File: src/shared/dcfhp_params.svh
// Purpose: constants of the dual channel filter host port
// Assumes: included by its bare name
// Notes: access sizes and key byte codes are shared by host and port
`ifndef DCFHP_PARAMS_SVH
`define DCFHP_PARAMS_SVH
`define DCFHP_SZ8 2'h0
`define DCFHP_SZ16 2'h1
`define DCFHP_SZ24 2'h2
`define DCFHP_KEY_LOW 2'h0
`define DCFHP_KEY_MID 2'h1
`define DCFHP_KEY_HIGH 2'h2
`define DCFHP_KEY_RST 2'h2
`define DCFHP_CHANNEL_IRQ_MASK_A 8'h01
`define DCFHP_CHANNEL_IRQ_MASK_B 8'h02
`define DCFHP_ALL_CHANNELS_IRQ_MASK 8'h03
`define DCFHP_CFG_CYCLES 1
`endif

File: src/shared/dcfhp_pkg.sv
// Purpose: types of the dual channel filter host port
// Assumes: nothing
// Notes: one packed state struct per module
package dcfhp_pkg;
   typedef enum logic [1:0] {ST_OFF, ST_CFG, ST_RUN} dcfhp_state_t;
   typedef struct packed {
      logic [23:0] stage;
      logic [23:0] hold;
      logic [1:0] key;
      logic flag;
      logic [23:0] sample;
      logic vld;
   } dcfhp_chan_t;
   typedef struct packed {
      dcfhp_state_t st;
      logic [31:0] rdata;
      logic rvalid;
      logic [1:0] irq_en;
      logic [1:0] dma_en;
      logic init_done;
   } dcfhp_top_t;
endpackage

File: src/design/dcfhp_chan.sv
// Purpose: one channel: staging, holding, key byte and data-ready flag
// Assumes: all strobes are one-cycle pulses on clk
// Notes: staging bytes not written keep their value
`timescale 1ns/1ps
`include "dcfhp_params.svh"
module dcfhp_chan
   import dcfhp_pkg::*;
(
   input wire logic clk,
   input wire logic sys_rst,
   input wire logic run,
   input wire logic wr,
   input wire logic [1:0] size,
   input wire logic [23:0] wdata,
   input wire logic key_wr,
   input wire logic [1:0] key_sel,
   input wire logic clr,
   input wire logic res_load,
   input wire logic [23:0] res_data,
   output logic [23:0] hold,
   output logic flag,
   output logic [23:0] sample,
   output logic sample_valid
);
   dcfhp_chan_t s_reg, s_next;
   logic [2:0] be;
   logic key_hit;

   always_comb begin
      be = 3'h0;
      if (wr) begin
         case (size)
            `DCFHP_SZ8: be = 3'h4;
            `DCFHP_SZ16: be = 3'h6;
            `DCFHP_SZ24: be = 3'h7;
            default: be = 3'h0;
         endcase
      end
      key_hit = be[s_reg.key];
      s_next = s_reg;
      s_next.vld = 1'b0;
      if (be == 3'h4) begin
         s_next.stage[23:16] = wdata[7:0];
      end else if (be == 3'h6) begin
         s_next.stage[23:8] = wdata[15:0];
      end else if (be == 3'h7) begin
         s_next.stage = wdata;
      end
      // a write reaches the engine only when it covers the key byte; sign is passed untouched
      if (key_hit && run) begin
         s_next.sample = s_next.stage;
         s_next.vld = 1'b1;
      end
      if (key_wr && key_sel != 2'h3) begin
         s_next.key = key_sel;
      end
      if (clr) begin
         s_next.flag = 1'b0;
      end
      // a result arriving on a clear still sets the flag
      if (res_load && run) begin
         s_next.hold = res_data;
         s_next.flag = 1'b1;
      end
   end

   always_ff @(posedge clk or posedge sys_rst) begin
      if (sys_rst) begin
         s_reg <= '{stage: 24'h0, hold: 24'h0, key: `DCFHP_KEY_RST, flag: 1'b0,
                    sample: 24'h0, vld: 1'b0};
      end else begin
         s_reg <= s_next;
      end
   end

   assign hold = s_reg.hold;
   assign flag = s_reg.flag;
   assign sample = s_reg.sample;
   assign sample_valid = s_reg.vld;

   key_hands_a: assert property (@(posedge clk) disable iff (sys_rst)
      (wr && size == `DCFHP_SZ8 && s_reg.key == `DCFHP_KEY_HIGH && run)
      |=> (sample_valid && sample[23:16] == $past(wdata[7:0])))
      else $error("key byte write did not hand over sample");
   low_keep_a: assert property (@(posedge clk) disable iff (sys_rst)
      (wr && size == `DCFHP_SZ8) |=> (s_reg.stage[15:0] == $past(s_reg.stage[15:0])))
      else $error("byte write disturbed lower bytes");
   load_flag_a: assert property (@(posedge clk) disable iff (sys_rst)
      (res_load && run) |=> (flag && hold == $past(res_data)))
      else $error("result load did not set flag");
   no_partial_a: assert property (@(posedge clk) disable iff (sys_rst)
      (wr && size == `DCFHP_SZ8 && s_reg.key == `DCFHP_KEY_LOW) |=> !sample_valid)
      else $error("partial write handed to engine");
endmodule

File: src/design/dcfhp_top.sv
// Purpose: host sample access port of a two-channel filter engine
// Assumes: host and engine strobes are one-cycle pulses on clk
// Notes: read results are zero extended into host_rdata
`timescale 1ns/1ps
`include "dcfhp_params.svh"
module dcfhp_top
   import dcfhp_pkg::*;
(
   input wire logic clk,
   input wire logic sys_rst,
   input wire logic start_cmd,
   input wire logic stop_cmd,
   input wire logic [1:0] cfg_irq_en,
   input wire logic [1:0] cfg_dma_en,
   input wire logic host_chan,
   input wire logic host_sel_status,
   input wire logic host_wr,
   input wire logic host_rd,
   input wire logic [1:0] host_size,
   input wire logic [31:0] host_wdata,
   input wire logic key_wr,
   input wire logic [1:0] key_sel,
   input wire logic [1:0] res_load,
   input wire logic [23:0] res_data_a,
   input wire logic [23:0] res_data_b,
   output logic [31:0] host_rdata,
   output logic host_rvalid,
   output logic [23:0] sample_a,
   output logic [23:0] sample_b,
   output logic [1:0] sample_valid,
   output logic [1:0] data_ready,
   output logic [1:0] irq_enable,
   output logic [1:0] dma_enable,
   output logic engine_enable,
   output logic engine_power_down,
   output logic init_done_indicator
);
   dcfhp_top_t s_reg, s_next;
   logic run;
   logic [1:0] clr;
   logic [23:0] hold [2];
   logic [23:0] samp [2];
   logic [23:0] res [2];
   logic [1:0] flag;
   logic [23:0] sel_hold;

   assign run = (s_reg.st == ST_RUN);
   assign res[0] = res_data_a;
   assign res[1] = res_data_b;

   genvar g;
   generate
      for (g = 0; g < 2; g++) begin : gen_ch
         logic [7:0] my_mask;
         assign my_mask = (g == 0) ? `DCFHP_CHANNEL_IRQ_MASK_A : `DCFHP_CHANNEL_IRQ_MASK_B;
         assign clr[g] = host_wr && host_sel_status && ((host_wdata[7:0] & my_mask) != 8'h0);
         dcfhp_chan u_chan (
            .clk(clk),
            .sys_rst(sys_rst),
            .run(run),
            .wr(host_wr && !host_sel_status && (host_chan == 1'(g))),
            .size(host_size),
            .wdata(host_wdata[23:0]),
            .key_wr(key_wr && (host_chan == 1'(g))),
            .key_sel(key_sel),
            .clr(clr[g]),
            .res_load(res_load[g]),
            .res_data(res[g]),
            .hold(hold[g]),
            .flag(flag[g]),
            .sample(samp[g]),
            .sample_valid(sample_valid[g])
         );
      end
   endgenerate

   assign sel_hold = host_chan ? hold[1] : hold[0];

   always_comb begin
      s_next = s_reg;
      s_next.rvalid = host_rd;
      if (host_rd) begin
         if (host_sel_status) begin
            s_next.rdata = {30'h0, flag};
         end else begin
            case (host_size)
               `DCFHP_SZ8: s_next.rdata = {24'h0, sel_hold[23:16]};
               `DCFHP_SZ16: s_next.rdata = {16'h0, sel_hold[23:8]};
               `DCFHP_SZ24: s_next.rdata = {8'h0, sel_hold};
               default: s_next.rdata = 32'h0;
            endcase
         end
      end
      case (s_reg.st)
         ST_OFF: begin
            if (start_cmd && !stop_cmd) begin
               s_next.irq_en = cfg_irq_en;
               s_next.dma_en = cfg_dma_en;
               s_next.init_done = 1'b1;
               s_next.st = ST_CFG;
            end
         end
         ST_CFG: begin
            // settings are in place a cycle before the engine runs
            s_next.st = stop_cmd ? ST_OFF : ST_RUN;
         end
         ST_RUN: begin
            if (stop_cmd) begin
               s_next.st = ST_OFF;
            end
         end
         default: s_next.st = ST_OFF;
      endcase
   end

   always_ff @(posedge clk or posedge sys_rst) begin
      if (sys_rst) begin
         s_reg <= '{st: ST_OFF, rdata: 32'h0, rvalid: 1'b0, irq_en: 2'h0,
                    dma_en: 2'h0, init_done: 1'b0};
      end else begin
         s_reg <= s_next;
      end
   end

   assign host_rdata = s_reg.rdata;
   assign host_rvalid = s_reg.rvalid;
   assign sample_a = samp[0];
   assign sample_b = samp[1];
   assign data_ready = flag;
   assign irq_enable = s_reg.irq_en;
   assign dma_enable = s_reg.dma_en;
   assign engine_enable = run;
   assign engine_power_down = (s_reg.st == ST_OFF);
   assign init_done_indicator = s_reg.init_done;

   read8_a: assert property (@(posedge clk) disable iff (sys_rst)
      (host_rd && !host_sel_status && host_size == `DCFHP_SZ8)
      |=> (host_rvalid && host_rdata == {24'h0, $past(sel_hold[23:16])}))
      else $error("byte read returned wrong data");
   read16_a: assert property (@(posedge clk) disable iff (sys_rst)
      (host_rd && !host_sel_status && host_size == `DCFHP_SZ16)
      |=> (host_rdata == {16'h0, $past(sel_hold[23:8])}))
      else $error("two-byte read returned wrong data");
   read24_a: assert property (@(posedge clk) disable iff (sys_rst)
      (host_rd && !host_sel_status && host_size == `DCFHP_SZ24)
      |=> (host_rdata == {8'h0, $past(sel_hold)}))
      else $error("full read returned wrong data");
   clear_all_a: assert property (@(posedge clk) disable iff (sys_rst)
      (host_wr && host_sel_status && host_wdata[7:0] == `DCFHP_ALL_CHANNELS_IRQ_MASK
       && res_load == 2'h0) |=> (data_ready == 2'h0))
      else $error("combined mask did not clear flags");
   flag_read_a: assert property (@(posedge clk) disable iff (sys_rst)
      (host_rd && host_sel_status) |=> ((host_rdata != 32'h0) == ($past(flag) != 2'h0)))
      else $error("status read disagrees with flags");
   start_run_a: assert property (@(posedge clk) disable iff (sys_rst)
      (s_reg.st == ST_OFF && start_cmd && !stop_cmd) ##1 !stop_cmd
      |=> (engine_enable && irq_enable == $past(cfg_irq_en, 2)))
      else $error("start did not apply settings and run");
   stop_down_a: assert property (@(posedge clk) disable iff (sys_rst)
      stop_cmd |=> (engine_power_down && !engine_enable) ##1 (sample_valid == 2'h0))
      else $error("stop did not halt the engine");
   key_reset_a: assert property (@(posedge clk) disable iff (sys_rst)
      $fell(sys_rst) |-> (gen_ch[0].u_chan.s_reg.key == `DCFHP_KEY_HIGH
      && gen_ch[1].u_chan.s_reg.key == `DCFHP_KEY_HIGH))
      else $error("key byte not high after reset");
   set_wins_a: assert property (@(posedge clk) disable iff (sys_rst)
      (clr[0] && res_load[0] && run) |=> data_ready[0])
      else $error("clear beat a new result");
   // checks of host reads, status, settings and sample gating
   status_data_a: assert property (@(posedge clk) disable iff (sys_rst)
      (host_rd && host_sel_status)
      |=> (host_rdata == {30'h0, $past(data_ready)}))
      else $error("status read lost a channel flag");
   chan_a_clear_a: assert property (@(posedge clk) disable iff (sys_rst)
      (host_wr && host_sel_status && host_wdata[7:0] == `DCFHP_CHANNEL_IRQ_MASK_A
       && res_load == 2'h0) |=> (data_ready == {$past(data_ready[1]), 1'b0}))
      else $error("channel A mask did not clear only its flag");
   chan_b_clear_a: assert property (@(posedge clk) disable iff (sys_rst)
      (host_wr && host_sel_status && host_wdata[7:0] == `DCFHP_CHANNEL_IRQ_MASK_B
       && res_load == 2'h0) |=> (data_ready == {1'b0, $past(data_ready[0])}))
      else $error("channel B mask did not clear only its flag");
   rvalid_pulse_a: assert property (@(posedge clk) disable iff (sys_rst)
      !host_rd
      |=> !host_rvalid)
      else $error("read answer without a read");
   rdata_keep_a: assert property (@(posedge clk) disable iff (sys_rst)
      !host_rd
      |=> $stable(host_rdata))
      else $error("read data changed without a read");
   run_gate_a: assert property (@(posedge clk) disable iff (sys_rst)
      (sample_valid != 2'h0)
      |-> $past(engine_enable))
      else $error("sample handed over outside run");
   off_quiet_a: assert property (@(posedge clk) disable iff (sys_rst)
      (!engine_enable && !(host_wr && host_sel_status))
      |=> $stable(data_ready))
      else $error("flag changed while halted");
   cfg_hold_a: assert property (@(posedge clk) disable iff (sys_rst)
      !(engine_power_down && start_cmd && !stop_cmd)
      |=> ($stable(irq_enable) && $stable(dma_enable)))
      else $error("settings changed without a start");
   start_cfg_a: assert property (@(posedge clk) disable iff (sys_rst)
      (engine_power_down && start_cmd && !stop_cmd)
      |=> (dma_enable == $past(cfg_dma_en) && init_done_indicator && !engine_power_down))
      else $error("start did not capture settings");
   init_keep_a: assert property (@(posedge clk) disable iff (sys_rst)
      init_done_indicator
      |=> init_done_indicator)
      else $error("init indicator dropped without reset");
endmodule

File: config.mk
export PLATFORM = sky130hd
export DESIGN_NAME = dcfhp_top
export DESIGN_NICKNAME = d
export VERILOG_FILES = /design/src/shared/dcfhp_pkg.sv /design/src/design/dcfhp_chan.sv /design/src/design/dcfhp_top.sv
export VERILOG_INCLUDE_DIRS = /design/src /design/src/shared
export SDC_FILE = /design/constraint.sdc
export NUM_CORES = 1
export LEC_CHECK = 0
export BUFFER_PORTS_ARGS = -buffer_cell sky130_fd_sc_hd__buf_2
export CORE_ASPECT_RATIO = 2
export CORE_MARGIN = 2
export CORE_UTILIZATION = 61
export CTS_BUF_LIST = sky130_fd_sc_hd__clkbuf_2
export CTS_CLUSTER_SIZE = 16
export DETAILED_ROUTE_END_ITERATION = 7
export GPL_TIMING_DRIVEN = 0
export PLACE_DENSITY = 0.88
export SYNTH_ARGS = -nofsm -noshare
export SYNTH_HDL_FRONTEND = slang
export SYNTH_SLANG_ARGS = --single-unit
File: constraint.sdc
create_clock -name clk -period 16.3 [get_ports clk]
set_clock_uncertainty 0.2 [all_clocks]
set_input_delay 4.075 -clock clk [delete_from_list [all_inputs] [get_ports clk]]
set_output_delay 4.075 -clock clk [all_outputs]
set_load 0.01 [all_outputs]
-- Word level (Yosys, flattened, before mapping)
Index checks and enable logic that the tools add are counted.
- bits in registers: 192
- input port bits: 99
- output and inout port bits: 92
- $lt $le $gt $ge: 2
- eq/ne operators: 13
- mux-type cells: 30
- bitwise gates (word level): 1
- reductions and logical operators: 23
- operators with widths (kind ; count):
    24-bit 2-to-1 mux ; 3
    24-bit case mux with 3 select lines ; 1
    16-bit 2-to-1 mux ; 4
    32-bit 2-to-1 mux ; 1
    8-bit 2-to-1 mux ; 4
    3-bit == test (second input constant) ; 6
    1-bit logical AND ; 15
    3-bit case mux with 3 select lines ; 1
    1-bit 2-to-1 mux ; 8
    2-bit by 3-bit less-than comparator with 1-bit output (second input constant) ; 2
    2-bit 2-to-1 mux ; 3
    3-bit 2-to-1 mux ; 2
    2-bit case mux with 3 select lines ; 1
    1-bit binary-select mux with 2-bit select ; 2
    2-bit by 1-bit == test with 1-bit output (second input constant) ; 2
    2-bit == test (second input constant) ; 2
    2-bit zero test ; 2
    2-bit inequality test (second input constant) ; 2
    2-bit AND reduction ; 2
    2-bit nonzero test ; 2
    1-bit zero test ; 2
    2-bit by 1-bit inequality test with 1-bit output (second input constant) ; 1
    1-bit inverter ; 1

-- Logic depth before layout (Yosys ltp)
- depth after elaboration: 8
- depth in mapped cells: 8

-- Modules after synthesis
From an unflattened synthesis, not the netlist that was laid out.
- cell total of the unflattened synthesis: 826
- area total of the unflattened synthesis: 9382.7 µm²
- modules (own cells, without submodules) (module ; times used ; cells each ; area an instance (µm²) ; seq. area each (µm²)):
    dcfhp_chan at gen_ch[1].u_chan ; 1 ; 309 ; 3663.5 ; 1903.1
    dcfhp_chan at gen_ch[0].u_chan ; 1 ; 308 ; 3649.8 ; 1903.1
    dcfhp_top ; 1 ; 209 ; 2069.5 ; 800.8

-- Worst setup path before layout
Ideal clock, no wire load.
- path kind: input to register
- from: input host_size[0]
- to: register gen_ch[0].u_chan.s_reg (netlist bit gen_ch[0].u_chan.sample[16])
- library setup time: 0.125 ns
- arrival time: 5.839 ns
- required time: 15.975 ns
- slack: 10.136 ns
- cell stages on the path: 8
- buffers on the path: 2
- cells stage by stage: inv_1 -> ha_1 -> or4b_1 -> clkbuf_1 -> or3_1 -> buf_2 -> o32a_1 -> mux2_2
- RTL lines (item ; line ; RTL):
    start: declaration ; dcfhp_top.sv:19 ; input wire logic [1:0] host_size,
    end signal: assignment ; dcfhp_chan.sv:69 ; s_reg <= '{stage: 24'h0, hold: 24'h0, key: `DCFHP_KEY_RST, flag: 1'b0,
    end signal: assignment ; dcfhp_chan.sv:72 ; s_reg <= s_next;
    end: declaration ; dcfhp_chan.sv:25 ; dcfhp_chan_t s_reg, s_next;

-- Final worst setup path
- from: register s_reg[39] (netlist bit)
- to: output engine_enable
- word-level cells in the longest chain between the ends: 1
- ends and longest elaborated chain (item ; line ; RTL):
    start: declaration ; dcfhp_top.sv:38 ; dcfhp_top_t s_reg, s_next;
    start signal: assignment ; dcfhp_top.sv:118 ; s_reg <= '{st: ST_OFF, rdata: 32'h0, rvalid: 1'b0, irq_en: 2'h0,
    start signal: assignment ; dcfhp_top.sv:121 ; s_reg <= s_next;
    2-bit == test ; dcfhp_top.sv:47 ; assign run = (s_reg.st == ST_RUN);
    end: declaration ; dcfhp_top.sv:34 ; output logic engine_enable,
No other way between the ends.

==> results.py <==
metrics = {
    "yosys": {
        "synth-seq-area-share_pct": 53.0,
        "netlist_area_um2": 8690,
        "syn-instance-count": 724,
        "avgSynthCellArea_um2": 12.0,
        "synth_seq_cells": 184,
        "synth_cell_type_count": 47,
        "synthFlopType": "dfrtp_1",
        "synth_edf_count": 0,
        "ys_async_sr_fraction_pct": 100,
        "yosys_warnings": 0,
    },
    "timing": {
        "slew_violations": 0,
        "clock.fmax_mhz": 162,
        "period_share_pct": 37.9,
        "period_minus_slack_ns": 6.17,
        "rsz0062_at_grt": "false",
        "fin_setup_tns_ns": 0,
        "setup_viol": 0,
        "hold_violations": 0,
        "hold_ws_ns": 0.321,
        "worst_pin_slew_ns": 0.706,
        "slew_headroom_pct": 53.0,
    },
    "worst_setup_path": {
        "cpPeakStageDelay_ns": 0.49,
        "cp_data_required_time_ns": 12.02,
        "crit_arrival_ns": 1.90,
        "worst-path-buf-inv": 2,
        "worst_path_max_delay_cell": "dfrtp_1",
        "crit_type": "register to primary output",
        "crit_fanout": 5,
        "critPathLaunchType": "register",
        "crit_chain": "nor2b_1 > clkbuf_1 > buf_2",
        "crit_family": "buffers and inverters",
        "end_kind": "primary output",
    },
    "cells_and_area": {
        "final_common_cell": "buf_2",
        "fin_nets": 1029,
        "fin_cells": 1128,
        "largest_register_ffs": 52,
        "finish.utilization_pct": 72.6,
        "drive_gt1_share_pct": 49.1,
        "mostFrequentLayoutCells": "buf_2 (184), dfrtp_1 (182), mux2_2 (137)",
        "area_growth_pct": 16.0,
    },
    "clocking": {
        "cts_root_buf": "clkbuf_2",
        "cts_buffer_depth": 2,
        "holdBufCountCts": 0,
        "cts_setup_buffers": 0,
        "clock-sinks": 184,
        "cts_max_level": 4,
        "post_cts_resized": 0,
        "numCtsBuffers": 17,
        "cts_tree": "yes",
        "clock_latency_ns": 0.75,
        "clkTransAtPathRegs_ns": 0.28,
    },
    "die": {
        "die_area_um2": 15300,
        "rows": 61,
        "die_w_um": 88.4,
        "core_area_um2": 13900,
        "ios": 191,
        "initial_core_util_pct": 62.6,
        "die_h_um": 173,
    },
    "global_routing": {
        "antenna_found_initial": 1,
        "grt_pass1_vias": 6657,
        "groute.usage.overall_pct": 29.5,
        "globalRouteOverflowTotal": 0,
        "grt_pass1_wl_um": 33600,
        "grt_max_degree": 117,
    },
    "detailed_routing": {
        "routedWlPerCell_um": 19.2,
        "drt_iter0_markers": 388,
        "drtPass1Iterations": 8,
        "drtAntennaViolNets": 0,
        "wirelength_um": 21700,
        "via_per_inst": 5.55,
        "dr_total_vias": 6261,
        "drc_errors": 0,
    },
    "status": {
        "status": "completed",
    },
    "worst_hold_path": {
        "hold_class": "register to register",
    },
    "placed_design": {
        "gp_congestion": 0.975,
        "dp_hpwl_um": 17000,
        "port_buffers": 174,
        "dp_cells": 1095,
    },
    "power_and_ir_drop": {
        "power.total_uw": 1350,
        "p_leak_uw": 0.00499,
        "ir_worst_vdd_v": 0.0000977,
        "power_density_nw_per_um2": 134,
    },
    "run": {
        "maxCapViolations": 0,
    },
}
[routing by layer]
metal  vias up  global-route usage (%)  share of wire, %
li1       2869                       -                 -
met1      3033                    30.0                32
met2       287                    53.5                56
met3        72                    6.16               6.1
met4         0                    16.0               6.0
met5         -                       0                 0
[kinds of logic (layout without fill, tap and decap cells)]
group,Yosys count,after routing,synth area share [%]
flip-flops,184,184,53.0
AO/OA/AOI/OAI,94,94,8.49
multiplexers,140,140,18.1
other,1,9,0.0431
XOR/XNOR,1,1,0.101
AND/OR/NAND/NOR,136,136,8.20
buffers and inverters,163,370,11.3
adder cells (fa/ha/maj),5,5,0.720
[final timing paths]
| kind | from | to | slack [ns] | depth (start not counted) |
|---|---|---|---|---|
| setup / recovery | s_reg[39]$_DFFE_PP0P_ | engine_enable | 10.13 | 3 |
| hold / removal | init_done_indicator$_DFFE_PP0P_ | init_done_indicator$_DFFE_PP0P_ | 0.32 | 1 |
| setup reg to reg | s_reg[39]$_DFFE_PP0P_ | gen_ch[1].u_chan.hold[8]$_DFFE_PP0P_ | 13.89 | 5 |
| hold reg to reg | init_done_indicator$_DFFE_PP0P_ | init_done_indicator$_DFFE_PP0P_ | 0.32 | 1 |
| max in group asynchronous | sys_rst | gen_ch[0].u_chan.sample[14]$_DFFE_PP0P_ | 11.84 | 3 |
| min in group asynchronous | sys_rst | dma_enable[0]$_DFFE_PP0P_ | 3.10 | 2 |
[power breakdown]
group / internal [µW] / switching (µW)
combinational: 264 / 200
sequential: 598 / 69.4
clock: 48.4 / 170
[synth_stat cells, types with 2 or more instances]
| cell | n | area share (%) |
|---|---|---|
| ha_1 | 5 | 0.72 |
| mux2_2 | 137 | 18 |
| o21a_1 | 8 | 0.69 |
| o21ai_0 | 26 | 1.5 |
| nand2b_1 | 3 | 0.22 |
| o22ai_1 | 6 | 0.43 |
| nor2_1 | 21 | 0.91 |
| mux2_1 | 3 | 0.39 |
| buf_1 | 3 | 0.13 |
| nor3_1 | 31 | 1.8 |
| buf_2 | 10 | 0.58 |
| dfrtp_1 | 182 | 52 |
| a221o_1 | 16 | 1.8 |
| nor4b_1 | 3 | 0.30 |
| a22oi_1 | 8 | 0.69 |
| clkbuf_1 | 27 | 1.2 |
| nand4_1 | 6 | 0.43 |
| o32a_1 | 8 | 0.92 |
| o21bai_1 | 2 | 0.17 |
| and3_1 | 9 | 0.65 |
| a31oi_1 | 4 | 0.29 |
| nand2_1 | 30 | 1.3 |
| a222oi_1 | 8 | 0.92 |
| nand3_1 | 4 | 0.23 |
| buf_6 | 3 | 0.39 |
| a31oi_2 | 2 | 0.29 |
| inv_1 | 30 | 1.3 |
| nor2b_1 | 11 | 0.79 |
| a32o_1 | 2 | 0.23 |
| or3_1 | 7 | 0.50 |
| dfstp_2 | 2 | 0.60 |
| buf_4 | 90 | 7.8 |
| or3b_2 | 3 | 0.30 |
[per-stage QoR]
stage | setup WS [ns] | instance area [µm²]
2_1_floorplan | 7.03 | 8720
5_1_grt | 10.0 | 10100
3_3_place_gp | 5.26 | 9830
4_1_cts | 10.09 | 10100
3_5_place_dp | 9.75 | 9860
6_report | 10.13 | 10100
[final cells by class]
| type | instances | area (µm²) |
|---|---|---|
| antenna | 1 | 2.50 |
| buffer | 133 | 872 |
| clock buffer | 18 | 90.1 |
| clock inverter | 14 | 130 |
| fill | 1057 | 3800 |
| inverter | 30 | 120 |
| multi-input combinational | 384 | 3130 |
| sequential | 184 | 4610 |
| tap | 189 | 236 |
| timing repair buffer | 175 | 898 |
(Power assumes the default switching activity.)
